[config.mk]
export PLATFORM = sky130hd
export DESIGN_NAME = lrip_port
export DESIGN_NICKNAME = d
export VERILOG_FILES = /design/src/rtl/lrip_pkg.sv /design/src/rtl/lrip_sync_if.sv /design/src/rtl/lrip_in_sync.sv /design/src/rtl/lrip_port.sv
export VERILOG_INCLUDE_DIRS = /design/src /design/src/rtl
export SDC_FILE = /design/constraint.sdc
export NUM_CORES = 1
export LEC_CHECK = 0
export BUFFER_PORTS_ARGS = -buffer_cell sky130_fd_sc_hd__buf_2
export CORE_AREA = 2 2 147 120
export DETAILED_ROUTE_END_ITERATION = 8
export DIE_AREA = 0 0 149 122
export GPL_ROUTABILITY_DRIVEN = 0
export GPL_TIMING_DRIVEN = 0
export SYNTH_ARGS = -nofsm -noshare
export SYNTH_HDL_FRONTEND = slang
export SYNTH_SLANG_ARGS = --single-unit
[constraint.sdc]
create_clock -name core_clk_i -period 6.8 [get_ports core_clk_i]
set_input_delay 0.68 -clock core_clk_i [delete_from_list [all_inputs] [get_ports core_clk_i]]
set_output_delay 0.68 -clock core_clk_i [all_outputs]
set_load 0.03 [all_outputs]
[src/rtl/lrip_consts.svh]
// offsets, field positions and reset values for the relay and input port
`ifndef LRIP_CONSTS_SVH
`define LRIP_CONSTS_SVH
`define LRIP_ADDR_W 4
`define LRIP_OFF_RELAY_LO 4'h0
`define LRIP_OFF_RELAY_HI 4'h2
`define LRIP_OFF_INPUTS 4'h4
`define LRIP_OFF_COS 4'h6
`define LRIP_OFF_IRQ 4'h8
`define LRIP_BIT_ACK_COS 0
`define LRIP_BIT_ACK_CH0 1
`define LRIP_BIT_ACK_CH1 2
`define LRIP_BIT_EN_COS 8
`define LRIP_BIT_EN_CH0 9
`define LRIP_BIT_EN_CH1 10
`define LRIP_RST_WORD 16'h0000
`define LRIP_RST_EN 3'h0
`define LRIP_SYNC_STAGES 3
`endif

[src/rtl/lrip_pkg.sv]
// types shared by the relay and input port modules
package lrip_pkg;
	typedef logic [15:0] lrip_word_t;
	typedef enum logic [1:0] {
		LRIP_MODE_OFF,
		LRIP_MODE_COS,
		LRIP_MODE_EDGE
	} lrip_mode_e;
endpackage

[src/rtl/lrip_sync_if.sv]
// carrier between the port top and its input synchroniser
`timescale 1ns/1ps
interface lrip_sync_if;
	logic [15:0] level;
	logic [15:0] rise;
	logic [15:0] fall;
	modport src (output level, output rise, output fall);
	modport dst (input level, input rise, input fall);
endinterface

[src/rtl/lrip_in_sync.sv]
// three-stage input synchroniser with agreement check and edge detect
`timescale 1ns/1ps
`include "lrip_consts.svh"
module lrip_in_sync
	import lrip_pkg::*;
(
	input wire logic core_clk_i,
	input wire logic rst_n_i,
	input wire logic [15:0] pins_i,
	lrip_sync_if.src sync
);
	logic [15:0] s1_r;
	logic [15:0] s2_r;
	logic [15:0] s3_r;
	logic [15:0] level_r;
	logic [15:0] agree;
	assign agree = ~(s2_r ^ s3_r);
	always_ff @(posedge core_clk_i or negedge rst_n_i) begin
		if (!rst_n_i) begin
			s1_r <= `LRIP_RST_WORD;
			s2_r <= `LRIP_RST_WORD;
			s3_r <= `LRIP_RST_WORD;
		end else begin
			s1_r <= pins_i;
			s2_r <= s1_r;
			s3_r <= s2_r;
		end
	end
	// level follows a channel only when stages two and three agree
	always_ff @(posedge core_clk_i or negedge rst_n_i) begin
		if (!rst_n_i) begin
			level_r <= `LRIP_RST_WORD;
		end else begin
			level_r <= (s3_r & agree) | (level_r & ~agree);
		end
	end
	// one event per transition: compare new level against held one
	assign sync.level = level_r;
	assign sync.rise = s3_r & agree & ~level_r;
	assign sync.fall = ~s3_r & agree & level_r;
endmodule

[src/rtl/lrip_port.sv]
// relay output, isolated input and interrupt register block
`timescale 1ns/1ps
`include "lrip_consts.svh"
// What this block does
// - board id bit is inverted switch; switch 1 is lsb, all on gives 0
// - all registers are 16 bits, reached by 16-bit accesses at offsets
// - decode 0x00/0x02 relays, 0x04 inputs, 0x06 state change, 0x08 irq
// - pair (0,1) drives the relay into its reset state
// - pair (1,0) drives the relay into its set state
// - local relay k uses bit 2k reset and bit 2k+1 set
// - readback bit x is 1 when relay x is set
// - input register returns present level of all sixteen inputs
// - per-channel enable; any edge on enabled channel is an event
// - event captures inputs when bit 8 alone is set, held until ack, then capture clears
// - bit 8 enables the state change interrupt source
// - bits 9 and 10 enable rising edge interrupts of inputs 0 and 1
// - both edge enables without bit 8 fire on either rising edge
// - both modes share one interrupt line
// - state change enable together with an edge enable means disabled
// - a raised request stays pending until the host clears it
// - writing 1 to bits 0..2 clears the matching pending request
// - irq read shows pending in bits 0..2 and enables in bits 8..10
module lrip_port
	import lrip_pkg::*;
(
	input wire logic core_clk_i,
	input wire logic arst_n_i,
	input wire logic [`LRIP_ADDR_W-1:0] io_addr_i,
	input wire logic io_wr_i,
	input wire logic io_rd_i,
	input wire logic [15:0] io_wdata_i,
	output logic [15:0] io_rdata_o,
	input wire logic [15:0] iso_in_i,
	input wire logic [3:0] board_id_switch_on_i,
	output logic [3:0] board_id_o,
	output logic [15:0] relay_set_command_o,
	output logic [15:0] relay_reset_command_o,
	output logic [15:0] relay_state_o,
	output logic irq_o
);
	logic rst_m_r;
	logic rst_n;
	lrip_sync_if sync_bus ();
	lrip_word_t relay_state_r;
	lrip_word_t set_cmd_r;
	lrip_word_t rst_cmd_r;
	lrip_word_t cos_on_r;
	lrip_word_t capture_r;
	lrip_word_t rdata_r;
	logic [3:0] sw_m_r;
	logic [3:0] sw_a_r;
	logic [3:0] sw_b_r;
	logic [3:0] board_id_r;
	logic [2:0] irq_on_r;
	logic [2:0] pend_r;
	logic [2:0] ack;
	logic [2:0] hit;
	logic cos_event;
	logic wr_relay_lo;
	logic wr_relay_hi;
	logic wr_cos;
	logic wr_irq;
	lrip_mode_e mode;

	// reset release through two flops
	always_ff @(posedge core_clk_i or negedge arst_n_i) begin
		if (!arst_n_i) begin
			rst_m_r <= 1'b0;
			rst_n <= 1'b0;
		end else begin
			rst_m_r <= 1'b1;
			rst_n <= rst_m_r;
		end
	end

	lrip_in_sync u_sync (
		.core_clk_i(core_clk_i),
		.rst_n_i(rst_n),
		.pins_i(iso_in_i),
		.sync(sync_bus)
	);

	function automatic logic hit_off(input logic [`LRIP_ADDR_W-1:0] a,
		input logic [`LRIP_ADDR_W-1:0] off);
		hit_off = (a == off);
	endfunction

	// writes decoded as whole 16-bit words only
	assign wr_relay_lo = io_wr_i && hit_off(io_addr_i, `LRIP_OFF_RELAY_LO);
	assign wr_relay_hi = io_wr_i && hit_off(io_addr_i, `LRIP_OFF_RELAY_HI);
	assign wr_cos = io_wr_i && hit_off(io_addr_i, `LRIP_OFF_COS);
	assign wr_irq = io_wr_i && hit_off(io_addr_i, `LRIP_OFF_IRQ);

	// relay pairs: even bit resets, odd bit sets, eight relays per word
	genvar k;
	generate
		for (k = 0; k < 8; k++) begin : g_pair
			always_ff @(posedge core_clk_i or negedge rst_n) begin
				if (!rst_n) begin
					rst_cmd_r[k] <= 1'b0;
					set_cmd_r[k] <= 1'b0;
					rst_cmd_r[k+8] <= 1'b0;
					set_cmd_r[k+8] <= 1'b0;
				end else begin
					if (wr_relay_lo) begin
						rst_cmd_r[k] <= io_wdata_i[2*k];
						set_cmd_r[k] <= io_wdata_i[2*k+1];
					end
					if (wr_relay_hi) begin
						rst_cmd_r[k+8] <= io_wdata_i[2*k];
						set_cmd_r[k+8] <= io_wdata_i[2*k+1];
					end
				end
			end
		end
	endgenerate

	// latched state follows the last valid pair; (1,1) leaves it alone
	always_ff @(posedge core_clk_i or negedge rst_n) begin
		if (!rst_n) begin
			relay_state_r <= `LRIP_RST_WORD;
		end else begin
			relay_state_r <= (relay_state_r | (set_cmd_r & ~rst_cmd_r))
				& ~(rst_cmd_r & ~set_cmd_r);
		end
	end

	assign relay_set_command_o = set_cmd_r;
	assign relay_reset_command_o = rst_cmd_r;
	assign relay_state_o = relay_state_r;

	// board id: closed switch reads as 0, switch 1 is bit 0
	always_ff @(posedge core_clk_i or negedge rst_n) begin
		if (!rst_n) begin
			sw_m_r <= 4'h0;
			sw_a_r <= 4'h0;
			sw_b_r <= 4'h0;
			board_id_r <= 4'h0;
		end else begin
			sw_m_r <= board_id_switch_on_i;
			sw_a_r <= sw_m_r;
			sw_b_r <= sw_a_r;
			if (sw_a_r == sw_b_r) begin
				board_id_r <= ~sw_b_r;
			end
		end
	end
	assign board_id_o = board_id_r;

	// state change channel enables
	always_ff @(posedge core_clk_i or negedge rst_n) begin
		if (!rst_n) begin
			cos_on_r <= `LRIP_RST_WORD;
		end else if (wr_cos) begin
			cos_on_r <= io_wdata_i;
		end
	end

	// interrupt source enables
	always_ff @(posedge core_clk_i or negedge rst_n) begin
		if (!rst_n) begin
			irq_on_r <= `LRIP_RST_EN;
		end else if (wr_irq) begin
			irq_on_r <= {io_wdata_i[`LRIP_BIT_EN_CH1], io_wdata_i[`LRIP_BIT_EN_CH0],
				io_wdata_i[`LRIP_BIT_EN_COS]};
		end
	end

	// mode from the enable combination; forbidden mixes are disabled
	always_comb begin
		case (irq_on_r)
			3'b001: mode = LRIP_MODE_COS;
			3'b010, 3'b100, 3'b110: mode = LRIP_MODE_EDGE;
			default: mode = LRIP_MODE_OFF;
		endcase
	end

	assign cos_event = ((sync_bus.rise | sync_bus.fall) & cos_on_r) != 16'h0000;
	assign hit[0] = (mode == LRIP_MODE_COS) && cos_event;
	assign hit[1] = (mode == LRIP_MODE_EDGE) && irq_on_r[1] && sync_bus.rise[0];
	assign hit[2] = (mode == LRIP_MODE_EDGE) && irq_on_r[2] && sync_bus.rise[1];
	assign ack = wr_irq ? {io_wdata_i[`LRIP_BIT_ACK_CH1], io_wdata_i[`LRIP_BIT_ACK_CH0],
		io_wdata_i[`LRIP_BIT_ACK_COS]} : 3'h0;

	// pending requests stay until acknowledged; a new event wins over ack
	always_ff @(posedge core_clk_i or negedge rst_n) begin
		if (!rst_n) begin
			pend_r <= 3'h0;
		end else begin
			pend_r <= hit | (pend_r & ~ack);
		end
	end

	// capture the level a first event settles to, cleared by acknowledge
	always_ff @(posedge core_clk_i or negedge rst_n) begin
		if (!rst_n) begin
			capture_r <= `LRIP_RST_WORD;
		end else if (hit[0] && (!pend_r[0] || ack[0])) begin
			capture_r <= sync_bus.level ^ (sync_bus.rise | sync_bus.fall);
		end else if (ack[0]) begin
			capture_r <= `LRIP_RST_WORD;
		end
	end

	assign irq_o = |pend_r;

	// read data registered one cycle after the strobe; unmapped reads zero
	always_ff @(posedge core_clk_i or negedge rst_n) begin
		if (!rst_n) begin
			rdata_r <= `LRIP_RST_WORD;
		end else if (io_rd_i) begin
			case (io_addr_i)
				`LRIP_OFF_RELAY_HI: rdata_r <= relay_state_r;
				`LRIP_OFF_INPUTS: rdata_r <= sync_bus.level;
				`LRIP_OFF_COS: rdata_r <= capture_r;
				`LRIP_OFF_IRQ: rdata_r <= {5'h00, irq_on_r, 5'h00, pend_r};
				default: rdata_r <= `LRIP_RST_WORD;
			endcase
		end
	end
	assign io_rdata_o = rdata_r;
endmodule

Yosys cells after proc, flatten, opt, wreduce, memory -nomap -nowiden
Index checks and enable logic that the tools add are counted.
{"block": "word_totals", "regBits": 184, "inputBits": 44}
{"block": "classes", "n_eq_ne": 11, "mux": 5, "n_bitwise": 25, "reduce_logical": 17}
{"operator": "bitwise AND 16 bit", "count": 9}
{"operator": "NOT 16 bit", "count": 7}
{"operator": "one-hot mux 16 bit (4 select lines)", "count": 1}
{"operator": "bitwise OR 16 bit", "count": 3}
{"operator": "two-way mux 16 bit", "count": 2}
{"operator": "XOR 16 bit", "count": 2}
{"operator": "nonzero test 16 bit", "count": 1}
{"operator": "logical AND 1 bit", "count": 10}
{"operator": "== test 4 x 3 -> 1 bit (second input constant)", "count": 2}
{"operator": "== test 3 bit (second input constant)", "count": 2}
{"operator": "OR reduction 3 bit", "count": 2}
{"operator": "== test 4 x 2 -> 1 bit (second input constant)", "count": 1}
{"operator": "== test 4 bit", "count": 1}
{"operator": "== test 4 bit (second input constant)", "count": 1}
{"operator": "logical NOT 4 bit", "count": 1}
{"operator": "NOT 4 bit", "count": 1}
{"operator": "one-hot mux 2 bit (2 select lines)", "count": 1}
{"operator": "bitwise AND 3 bit", "count": 1}
{"operator": "== test 3 x 1 -> 1 bit (second input constant)", "count": 1}
{"operator": "== test 3 x 2 -> 1 bit (second input constant)", "count": 1}
{"operator": "two-way mux 3 bit", "count": 1}
{"operator": "NOT 3 bit", "count": 1}
{"operator": "bitwise OR 3 bit", "count": 1}
{"operator": "== test 2 x 1 -> 1 bit (second input constant)", "count": 1}
{"operator": "4 further kinds", "count": 4}

Depth between registers and ports, before layout
Gate-level depths: netlist of run 1.
{"block": "logic_depth", "depth_word": 10, "ltp_mapped": 8, "mapped_depth_nobuf": 7}

Modules after synthesis
Synthesis of run 1 repeated with hierarchy kept, for this count alone.
{"block": "unflattened", "cells_unflattened": 586, "hier_area_um2": 7633.6}
{"mod": "lrip_port", "n_inst": 1, "cells_each": 410, "area_each_um2": 5071.1, "seq_area_each_um2": 3002.9}
{"mod": "lrip_in_sync", "n_inst": 1, "cells_each": 176, "area_each_um2": 2562.5, "seq_area_each_um2": 1601.5}

Worst setup path after synthesis of run 1
No wires, ideal clock.
{"block": "synth_path", "kind": "input -> register", "startpoint": "in io_addr_i[3]", "endpoint": "reg cos_on_r[10]", "setup_time_ps": 125, "t_arrival_ps": 2007, "t_required_ps": 6675, "path_slack_ps": 4668, "path_stages": 6, "cell_sequence": "clkbuf_2 and4bb_2 buf_2 nand2_1 buf_2 mux2_2"}
{"block": "synth_between", "elab_chain_len": 2}
{"item": "start, declared", "line_no": "lrip_port.sv:28", "rtl": "input wire logic [`LRIP_ADDR_W-1:0] io_addr_i,"}
{"item": "== test 4 x 3 -> 1 bit", "line_no": "lrip_port.sv:85", "rtl": "hit_off = (a == off);"}
{"item": "logical AND 1 bit", "line_no": "lrip_port.sv:91", "rtl": "assign wr_cos = io_wr_i && hit_off(io_addr_i, `LRIP_OFF_COS);"}
{"item": "end signal, assigned", "line_no": "lrip_port.sv:153", "rtl": "cos_on_r <= `LRIP_RST_WORD;"}
{"item": "end signal, assigned", "line_no": "lrip_port.sv:155", "rtl": "cos_on_r <= io_wdata_i;"}
{"item": "end, declared", "line_no": "lrip_port.sv:47", "rtl": "lrip_word_t cos_on_r;"}
No other way between the ends.
A chain may end at the register's enable or synchronous reset.

Worst setup path in the final report of run 1
{"block": "layout_path", "startpoint": "reg u_sync.s3_r[0]", "endpoint": "reg capture_r[11]"}
{"block": "layout_between", "elab_chain_len": 10, "elab_cells_between_ends": 14, "cone_classes": "1 x mux; 9 x bitwise; 4 x reduce/logical"}
{"item": "start, declared", "line_no": "lrip_in_sync.sv:14", "rtl": "logic [15:0] s3_r;"}
{"item": "start signal, assigned", "line_no": "lrip_in_sync.sv:22", "rtl": "s3_r <= `LRIP_RST_WORD;"}
{"item": "start signal, assigned", "line_no": "lrip_in_sync.sv:26", "rtl": "s3_r <= s2_r;"}
{"item": "XOR 16 bit", "line_no": "lrip_in_sync.sv:17", "rtl": "assign agree = ~(s2_r ^ s3_r);"}
{"item": "NOT 16 bit", "line_no": "lrip_in_sync.sv:17"}
{"item": "bitwise AND 16 bit (on tied branches) (2 in a row)", "line_no": "lrip_in_sync.sv:39, lrip_in_sync.sv:40"}
{"item": "bitwise OR 16 bit (*)", "line_no": "lrip_port.sv:178", "rtl": "assign cos_event = ((sync_bus.rise | sync_bus.fall) & cos_on_r) != 16'h0000;"}
{"item": "bitwise AND 16 bit (*)", "line_no": "lrip_port.sv:178"}
{"item": "nonzero test 16 bit (*)", "line_no": "lrip_port.sv:178"}
{"item": "logical AND 1 bit (*)", "line_no": "lrip_port.sv:179", "rtl": "assign hit[0] = (mode == LRIP_MODE_COS) && cos_event;"}
{"item": "logical AND 1 bit (*)", "line_no": "lrip_port.sv:198", "rtl": "end else if (hit[0] && (!pend_r[0] || ack[0])) begin"}
{"item": "two-way mux 16 bit / nonzero test 2 bit (equally long branches)"}
{"item": "end signal, assigned", "line_no": "lrip_port.sv:197", "rtl": "capture_r <= `LRIP_RST_WORD;"}
{"item": "end signal, assigned", "line_no": "lrip_port.sv:199", "rtl": "capture_r <= sync_bus.level ^ (sync_bus.rise | sync_bus.fall);"}
{"item": "end signal, assigned", "line_no": "lrip_port.sv:201", "rtl": "capture_r <= `LRIP_RST_WORD;"}
{"item": "end, declared", "line_no": "lrip_port.sv:48", "rtl": "lrip_word_t capture_r;"}
Mark *: on every way between the ends. The rest lies on a longest branch, timed or not.

==> results of run 1 <==
[flip-flops by register name (all words and copies together) (netlist names)]
| signal | count |
|---|---|
| board_id_o | 4 |
| u_sync.s2_r | 16 |
| u_sync.s1_r | 16 |
| sw_b_r | 4 |
| u_sync.sync.level | 16 |
| pend_r | 3 |
| capture_r | 16 |
| irq_on_r | 3 |
| sw_m_r | 4 |
| u_sync.s3_r | 16 |
| rst_m_r | 1 |
| rst_n | 1 |
| io_rdata_o | 16 |
| cos_on_r | 16 |
| relay_set_command_o | 16 |
| sw_a_r | 4 |
| relay_state_o | 16 |
| relay_reset_command_o | 16 |
[final timing paths]
kind	slack [ns]	cells past startpoint	end	startpoint
min in group core_clk_i	0.35	0	u_sync.s2_r[12]	u_sync.s1_r[12]
setup reg to reg	4.35	7	capture_r[11]	u_sync.s3_r[0]
max in group asynchronous	5.56	1	u_sync.s3_r[8]	rst_n
hold / removal	0.03	1	rst_n	arst_n_i
setup / recovery	4.35	7	capture_r[11]	u_sync.s3_r[0]
hold reg to reg	0.35	0	u_sync.s2_r[12]	u_sync.s1_r[12]
[synth_stat cells, types with 2 or more instances]
cell type    n  area share
a22oi_4      2      0.0057
nand4_1      2      0.0017
buf_2        4      0.0027
a22oi_2      2      0.0034
and2_1      17       0.014
or3_1        2      0.0017
nand2_1     33       0.017
mux2_4      11       0.022
dfrtp_1    184        0.62
xnor2_1      4      0.0047
o22ai_1     10      0.0084
a222oi_1    10       0.013
clkbuf_1     9      0.0045
mux2_1       5      0.0076
a22oi_1     16       0.016
and4bb_2     2      0.0034
ha_1        32       0.054
a21o_1       8      0.0081
mux2_2      59       0.089
nand4_2      2      0.0034
inv_1       64       0.032
o21ai_0     36       0.024
nand3_1      2      0.0013
maj3_1      16       0.022
[cell families after synthesis]
logic type      count (synthesis)  synth area share
flops                         184             0.620
compound gates                 85            0.0824
buf+inv                        80            0.0435
mux                            75             0.119
simple gates                   68            0.0539
fa+ha+maj                      48            0.0755
xor+xnor                        4           0.00472
other cells                     1          0.000505
[area by class of cell]
type,instances,area share
Sequential cell,184,0.517
Buffer,16,0.00927
Timing Repair Buffer,111,0.0674
Clock buffer,22,0.0533
Clock inverter,10,0.0135
Tap cell,225,0.0316
Inverter,64,0.0270
Multi-Input combinational cell,281,0.280
[worst max-delay path, cell delays in order (launching register included)]
cell and delay, ns:
dfrtp_1 0.39, ha_1 0.22, mux2_1 0.35, a22oi_2 0.22, nand4_2 0.17, o211ai_4 0.43
buf_12 0.22, mux2_4 0.31
[power groups by stage]
stage               logic, mW  clock network (mW)  registers (mW)
CTS                     0.662                1.01            1.46
detailed placement      0.656                   0            1.48
finish                  0.654               0.983            1.46
global placement        0.627                   0            1.48
global route            0.707                1.05            1.48
floorplan               0.264                   0            1.64
[through the flow]
| step | std cells | hold slack, ns | setup TNS, ns |
|---|---|---|---|
| floorplan | 545 | 0.331 | 0 |
| global placement | 879 | 0.334 | -109.55 |
| detailed placement | 881 | 0.336 | 0 |
| CTS | 913 | 0.0165 | 0 |
| global route | 913 | 0.00885 | 0 |
| finish | 913 | 0.0331 | 0 |
[routing by layer]
layer	GRT usage	vias to the layer above	wire length (um)	share of wire
met2	0.302	109	7730	0.47
li1	-	2146	-	-
met3	0.0487	12	869	0.052
met5	0	-	0	0
met4	0.0458	0	165	0.010
met1	0.269	2328	7800	0.47
==> qor.csv, run 1 <==
metric;value;unit
status;completed;
grt_max_degree;74;
yosysSeqAreaShare;0.620;
clk_pin_slew_worst_paths;0.07;ns
p_seq_frac;0.471;
ioPinCount;113;
overflow;0;
slew_headroom;0.472;
ys_ff_latch;184;
p_per_area;348;nW/um2
antenna_found_initial;0;
design.die.area;18200;um2
synth_warnings;0;
p_clk_frac;0.318;
final_layout_size_suffix_gt1_frac;0.336;
p_comb_frac;0.211;
post-route-util;0.527;
clk_latency;0.42;ns
async_flop_share;1.00;
timing.critical_path.to_type;register;
fin_crit_sh;0.360;
vias_per_cell;5.03;
crit_required;7.10;ns
syn_nets;621;
place_hpwl;11700;um
post_cts_resized;0;
cts_root_buffer;clkbuf_16;
max_clock_freq;409;MHz
route.detailed.drc;0;
cts_made_buffers;17;
cp-start-kind;register;
fin_ws;4.35;ns
layout_commonest_cell;dfrtp_1;
synth.avg_cell_area;13.6;um2
cts_setup_buffers;0;
grt_use_total;0.192;
p_leak;4.31;nW
cp_max_fo;10;
fin_crit;2.45;ns
p_total;3.10;mW
ir_worst_vdd;0.000158;V
switching_share;0.312;
wl;16600;um
first_pass_iters;6;
htreeDepth;4;
initial_core_util;0.439;
final_nets;751;
max_cap_viol_count;0;
slew_violations;0;
die_w;149;um
netlist_instances;545;
p_sw;0.967;mW
routed-via-count;4595;
dpl_cell_area;8310;um2
path_class;reg -> reg;
n_antenna_cell;0;
setup_viol;0;
crit_arrival;2.74;ns
grt_pass1_vias;4669;
port_buffers;109;
num-fill-cells;1498;
syn_area;7420;um2
intPower;2.13;mW
coreArea;16900;um2
place_ws;4.10;ns
holdCritPathClass;in -> async;
hold_buffers;0;
fin_area;8900;um2
finClkSkew;0.00799;ns
grt_setup_unrepaired;false;
grt_pass1_wl;25800;um
row_count;43;
synth_edf_count;0;
ant_nets;0;
clock_sinks;184;
cts_tree;done;
finalHoldViolCount;0;
layout.area.seq;4610;um2
layout_common_cells;dfrtp_1 (183), buf_2 (113), inv_1 (64), mux2_2 (59), o21ai_0 (36);
area_growth_syn_to_layout;19.9;%
die-height;122;um
synthFlopType;dfrtp_1;
worst_pin_slew;0.792;ns
cts_buffer_depth;2;
wl_per_cell;18.1;um
multi_input_area;2500;um2
drt-initial-drc-count;270;
synth_cell_types;37;
No activity file was read; power rests on OpenSTA's default activity.
==> run 2: changes to the inputs <==
- ABC_AREA: unset -> 1
- CORE_AREA: 2 2 147 120 -> 2 2 149 122
- DIE_AREA: 0 0 149 122 -> 0 0 151 124
- clock period: 6.8 -> 2.57 ns (I/O delays scaled with it)
==> run 2 against run 1 <==
  * Synthesized cell count is 41% higher
  * Clock power grew to 2.5 times the previous value
  * Clock-buffer cell count is 4 lower
  * Sequential power grew to 2.6 times the previous value
  * Critical path depth is 7 higher
  * Flip-flop and latch count stayed put
  * Clock skew is 0.0029 ns higher
  * Register-to-register slack worse by 3.8 ns
  * Combinational power grew to 2.7 times the previous value
  * First-iteration DRC count is 13% higher
  * Maximum frequency is 22% higher
  * Final cell count is 27% higher
  * Largest power group unchanged
==> qor.csv, run 2 <==
metric;value;unit;change
htreeDepth;4;;unchanged
first_pass_iters;4;;was 6
initial_core_util;0.446;;was 0.439
area_growth_syn_to_layout;22.1;%;was 19.9%
worstPathCellList;inv_1 > ha_1 > inv_1 > nand2_1 > nand3_1 > nand2_1 > inv_1 > nand2_1 > nor2_1 > nand2_2 > nand3_4 > buf_6 > nand3_2 > nand2_1;;was ha_1 > mux2_1 > a22oi_2 > nand4_2 > o211ai_4 > buf_12 > mux2_4
yosys-top-cells-count;nand2_1 (208), dfrtp_1 (184), inv_1 (104);;was dfrtp_1 (184), inv_1 (64), mux2_2 (59)
die-height;124;um;was 122 um
worst_pin_slew;0.728;ns;was 0.792 ns
slew_violations;0;;unchanged
coreArea;17100;um2;was 16900 um2
cts_buffer_depth;2;;unchanged
holdCritPathClass;in -> reg;;was in -> async
slowest_stage;dfrtp_1;;was o211ai_4
grt_util_met2;0.316;;was 0.302
path_class;reg -> reg;;unchanged
fin_crit_sh;0.778;;was 0.360
crit_required;2.94;ns;was 7.10 ns
crit_arrival;2.37;ns;was 2.74 ns
yosys-top-cells-area;dfrtp_1 (60%), nand2_1 (10%), ha_1 (5.2%);;was dfrtp_1 (62%), mux2_2 (8.9%), ha_1 (5.4%)
finClkSkew;0.0109;ns;was 0.00799 ns
fin_cells;1158;;was 913
clk_pin_slew_worst_paths;0.07;ns;about the same
ioPinCount;113;;unchanged
grt_setup_unrepaired;false;;unchanged
cts_tree;done;;unchanged
path_delay_family;simple AND/OR/NAND/NOR gates;;was multiplexers
syn_area;7630;um2;was 7420 um2
wl_per_cell;15.8;um;was 18.1 um
synthFlopType;dfrtp_1;;unchanged
synth_edf_count;0;;unchanged
fin_tns_setup;0;ns;unchanged
clk_latency;0.44;ns;was 0.42 ns
setup_viol;0;;unchanged
max_cap_viol_count;0;;unchanged
route.detailed.drc;0;;unchanged
synth_cell_types;31;;was 37
overflow;0;;unchanged
fin_ws;0.571;ns;was 4.35 ns
place_ws;0.646;ns;was 4.10 ns
cp_num_buf_inv;4;;was 1
wl;18300;um;was 16600 um
cpMostUsedCell;nand2_1;;
p_per_area;866;nW/um2;was 348 nW/um2
slew_headroom;0.511;;was 0.472
async_flop_share;1.00;;unchanged
synth.avg_cell_area;9.95;um2;was 13.6 um2
cts_made_buffers;17;;unchanged
place_hpwl;13500;um;was 11700 um
drt-initial-drc-count;306;;was 270
design.die.area;18700;um2;was 18200 um2
final_nets;997;;was 751
routed-via-count;5634;;was 4595
ys_ff_latch;184;;unchanged
ir_worst_vdd;0.000522;V;was 0.000158 V
cts_root_buffer;clkbuf_16;;unchanged
n_antenna_cell;0;;unchanged
grt_pass1_vias;5435;;was 4669
ant_nets;0;;unchanged
fin_crit;2.00;ns;was 2.45 ns
layout_commonest_cell;nand2_1;;was dfrtp_1
grt_pass1_wl;29100;um;was 25800 um
grt_use_met3;0.0414;;was 0.0487
grt_max_degree;64;;was 74
vias_per_cell;4.87;;was 5.03
final_layout_size_suffix_gt1_frac;0.212;;was 0.336
cp_max_fo;10;;unchanged
yosysMostFrequentCell;nand2_1;;was dfrtp_1
clock_sinks;184;;unchanged
p_leak;4.81;nW;was 4.31 nW
max_clock_freq;500;MHz;was 409 MHz
synth_top_area_frac;0.603;;was 0.620
grt_use_total;0.209;;was 0.192
critPathMaxStageDelay;0.36;ns;was 0.43 ns
busiest_layer;met2;;unchanged
netlist_instances;767;;was 545
num-fill-cells;1576;;was 1498
yosysSeqAreaShare;0.603;;was 0.620
yosysTopAreaCell;dfrtp_1;;unchanged
timing.critical_path.to_type;register;;unchanged
cp-start-kind;register;;unchanged
antenna_found_initial;0;;unchanged
grt_use_met1;0.307;;was 0.269
finalHoldViolCount;0;;unchanged
status;completed;;unchanged
post_cts_resized;0;;unchanged
finalHoldWorstSlack;0.100;ns;was 0.0331 ns
die_w;151;um;was 149 um
row_count;43;;unchanged
p_total;8.07;mW;was 3.10 mW
syn_nets;843;;was 621
synth_warnings;0;;unchanged
layout_common_cells;nand2_1 (208), dfrtp_1 (183), buf_2 (117), inv_1 (104), o21ai_0 (66);;was dfrtp_1 (183), buf_2 (113), inv_1 (64), mux2_2 (59), o21ai_0 (36)
placedCellCount;1106;;was 881
port_buffers;111;;was 109
[run 2: layout make-up]
| class | instances | area (um2) | area share |
|---|---|---|---|
| clock buffers | 18 | 439 | 0.0471 |
| clock inverters | 13 | 113 | 0.0121 |
| flip-flops and latches | 184 | 4610 | 0.495 |
| well taps | 225 | 282 | 0.0302 |
| repair buffers | 135 | 848 | 0.0910 |
| multi-input cells | 455 | 2500 | 0.269 |
| inverters | 108 | 405 | 0.0435 |
| plain buffers | 20 | 120 | 0.0129 |
[run 2: report_power, final]
group | internal, mW | leakage (nW) | total [mW] | switching [mW]
Clock | 1.29 | 0.268 | 2.46 | 1.17
Sequential | 3.38 | 2.27 | 3.83 | 0.455
Combinational | 0.574 | 2.28 | 1.78 | 1.20
[run 2: logic make-up after synthesis]
kind of cell	after synthesis	synth area share
fa+ha+maj	32	0.0525
simple gates	296	0.178
xor+xnor	4	0.00459
other cells	1	0.000491
mux	1	0.00148
compound gates	121	0.0905
buf+inv	128	0.0689
flops	184	0.603
[run 2: routing by layer]
metal  share of wire  routed length [um]
met5               0                   0
met4           0.012                 223
met3           0.038                 696
met2            0.46                8470
met1            0.49                8940
[run 2: repair_timing]
action | in CTS | in global routing
hold buffers | 21 | 0
endpoints found under the hold margin | 22 | 0
setup buffers | 0 | 0
[run 2: final timing paths]
kind,from,slack [ns],depth (start not counted),endpoint
setup / recovery,u_sync.s3_r[2],0.57,14,capture_r[9]
hold / removal,io_wdata_i[14],0.10,3,cos_on_r[14]
setup reg to reg,u_sync.s3_r[2],0.57,14,capture_r[9]
hold reg to reg,rst_n,0.23,0,u_sync.s1_r[11]
max in group asynchronous,rst_n,1.14,3,irq_on_r[2]
min in group asynchronous,arst_n_i,0.13,2,rst_n
[run 2: worst min-delay path, delay by kind of cell]
kind                   cells  cell delay [ns]
AO/OA/AOI/OAI              1             0.12
buffers and inverters      2             0.13
[run 2: stage by stage]
stage,cell area [um2],util
4_1_cts,9320,0.545
6_report,9320,0.545
3_5_place_dp,8560,0.500
2_1_floorplan,7640,-
5_1_grt,9320,0.545
3_3_place_gp,8470,0.495
==> run 3: changes to the inputs <==
- clock period: 2.57 -> 1.95 ns (I/O delays scaled with it)
==> run 3 against run 2 <==
  * Register-to-register slack worse by 0.40 ns
  * Hold slack worse by 0.057 ns
  * Non-clock buffer count up 2
  * Total power grew 32%
  * Flip-flop and latch count stayed put
  * Critical path depth unchanged
  * Clock skew is essentially flat
  * Highest routed layer unchanged
  * Final area rose by 0.31%
  * Clock power up 31%
  * Sequential share of layout area fell by 0.15 points
  * Sequential power up 32%
==> qor.csv, run 3 (synthesis gave the netlist of run 2 again) <==
metric;value;unit;change
status;completed;;unchanged
grt_use_total;0.209;;about the same
worst_pin_slew;0.726;ns;was 0.728 ns
grt_setup_unrepaired;false;;unchanged
die_w;151;um;unchanged
port_buffers;111;;unchanged
clk_pin_slew_worst_paths;0.07;ns;about the same
cts_made_buffers;17;;unchanged
p_per_area;1140;nW/um2;was 866 nW/um2
cts_buffer_depth;2;;unchanged
max_clock_freq;561;MHz;was 500 MHz
fin_area;9350;um2;was 9320 um2
p_leak;4.83;nW;was 4.81 nW
ioPinCount;113;;unchanged
grt_pass1_wl;29100;um;about the same
row_count;43;;unchanged
first_pass_iters;5;;was 4
cts_root_buffer;clkbuf_16;;unchanged
finalHoldViolCount;0;;unchanged
setup_viol;0;;unchanged
cp-start-kind;register;;unchanged
slowest_stage;dfrtp_1;;unchanged
path_delay_family;simple AND/OR/NAND/NOR gates;;unchanged
clk_latency;0.44;ns;about the same
layout_commonest_cell;nand2_1;;unchanged
dpl_cell_area;8560;um2;unchanged
hp-start;io_wdata_i[14];;unchanged
cpMostUsedCell;nand2_1;;unchanged
layout_common_cells;nand2_1 (208), dfrtp_1 (183), buf_2 (117), inv_1 (104), o21ai_0 (66);;unchanged
route.detailed.drc;0;;unchanged
htreeDepth;4;;unchanged
worstPathCellList;inv_1 > ha_1 > inv_1 > nand2_1 > nand3_1 > nand2_1 > inv_1 > nand2_1 > nor2_2 > nand2_2 > nand3_4 > buf_8 > nand3_2 > nand2_1;;was inv_1 > ha_1 > inv_1 > nand2_1 > nand3_1 > nand2_1 > inv_1 > nand2_1 > nor2_1 > nand2_2 > nand3_4 > buf_6 > nand3_2 > nand2_1
wl;18300;um;about the same
ir_worst_vdd;0.000688;V;was 0.000522 V
ant_nets;0;;unchanged
drt-initial-drc-count;312;;was 306
area_growth_syn_to_layout;22.5;%;was 22.1%
finClkSkew;0.0108;ns;was 0.0109 ns
cp_num_buf_inv;4;;unchanged
r2r_start;u_sync.s3_r[8];;was u_sync.s3_r[2]
slew_violations;0;;unchanged
wl_per_cell;15.8;um;about the same
crit_arrival;2.15;ns;was 2.37 ns
grt_pass1_vias;5453;;was 5435
path_class;reg -> reg;;unchanged
antenna_found_initial;0;;unchanged
die-height;124;um;unchanged
place_hpwl;13500;um;unchanged
initial_core_util;0.446;;unchanged
fin_crit;1.78;ns;was 2.00 ns
timing.critical_path.to_type;register;;unchanged
fin_crit_sh;0.915;;was 0.778
coreArea;17100;um2;unchanged
max_cap_viol_count;0;;unchanged
slew_headroom;0.513;;was 0.511
crit_path_start;u_sync.s3_r[8];;was u_sync.s3_r[2]
vias_per_cell;4.82;;was 4.87
overflow;0;;unchanged
clock_sinks;184;;unchanged
final_layout_size_suffix_gt1_frac;0.217;;was 0.212
fin_tns_setup;0;ns;unchanged
final_nets;999;;was 997
cts_tree;done;;unchanged
grt_max_degree;64;;unchanged
n_antenna_cell;0;;unchanged
design.die.area;18700;um2;unchanged
critPathMaxStageDelay;0.35;ns;was 0.36 ns
cp_max_fo;10;;unchanged
holdCritPathClass;in -> reg;;unchanged
crit_required;2.32;ns;was 2.94 ns
routed-via-count;5595;;was 5634
==> run 3: changes by cell type in the layout (fill, tap and decap cells not counted) <==
cell	change
nor2_2	+2
buf_6	-1
nand3_2	+1
nor2_1	-2
nand3_1	-1
buf_4	+2
buf_8	+1
==> run 3: final cells by class <==
class                   count  area, um2
fillers                  1577       7760
flip-flops and latches    184       4610
multi-input cells         455       2510
repair buffers            137        863
clock buffers              18        439
inverters                 108        405
well taps                 225        282
plain buffers              20        124
clock inverters            13        113
==> run 3: where the power goes <==
part           leakage (nW)  internal, mW  switching [mW]  total [mW]
logic                  2.29         0.781            1.60        2.38
registers              2.27          4.45           0.601        5.05
clock network         0.268          1.69            1.54        3.23
==> run 3: worst paths after layout <==
check,slack [ns],cells after the start,end
max,0.17,14,capture_r[9]
min,0.04,3,cos_on_r[14]
max reg2reg,0.17,14,capture_r[9]
min reg2reg,0.23,0,u_sync.s1_r[11]
max in group asynchronous,0.52,3,relay_state_o[1]
min in group asynchronous,0.07,2,rst_n
==> run 3: metal layers <==
metal  track usage  vias up  share of wire
li1              -     2768              -
met1         0.306     2703           0.48
met2         0.317      107           0.46
met3        0.0414       17          0.039
met4        0.0619        0          0.011
met5             0        -              0
==> run 3: what timing repair did <==
item | in CTS | in global routing
hold buffers | 21 | 0
setup endpoints to repair | 10 | 11
hold endpoints to repair | 22 | 0
pin swaps | 1 | 0
setup buffers | 2 | 0
resized for setup | 0 | 4
==> run 3: metrics by stage <==
step,utilization,setup slack [ns],instances,hold slack (ns),total power [mW]
finish,0.546,0.166,1160,0.0434,10.7
global route,0.546,0.0109,1160,0.0504,11.3
CTS,0.545,0.0689,1160,0.0302,10.8
detailed placement,0.500,0.0265,1106,-0.0181,7.45
global placement,0.495,-0.670,1103,-0.0184,7.37
floorplan,-,0.0600,767,-0.101,6.57
==> run 3: worst register-to-register path: stages, from the launching register on <==
cell and delay, ns:
dfrtp_1 0.35, inv_1 0.06, ha_1 0.19, inv_1 0.05, nand2_1 0.04, nand3_1 0.16, nand2_1 0.07, inv_1 0.05
nand2_1 0.05, nor2_2 0.15, nand2_2 0.12, nand3_4 0.13, buf_8 0.17, nand3_2 0.08, nand2_1 0.06
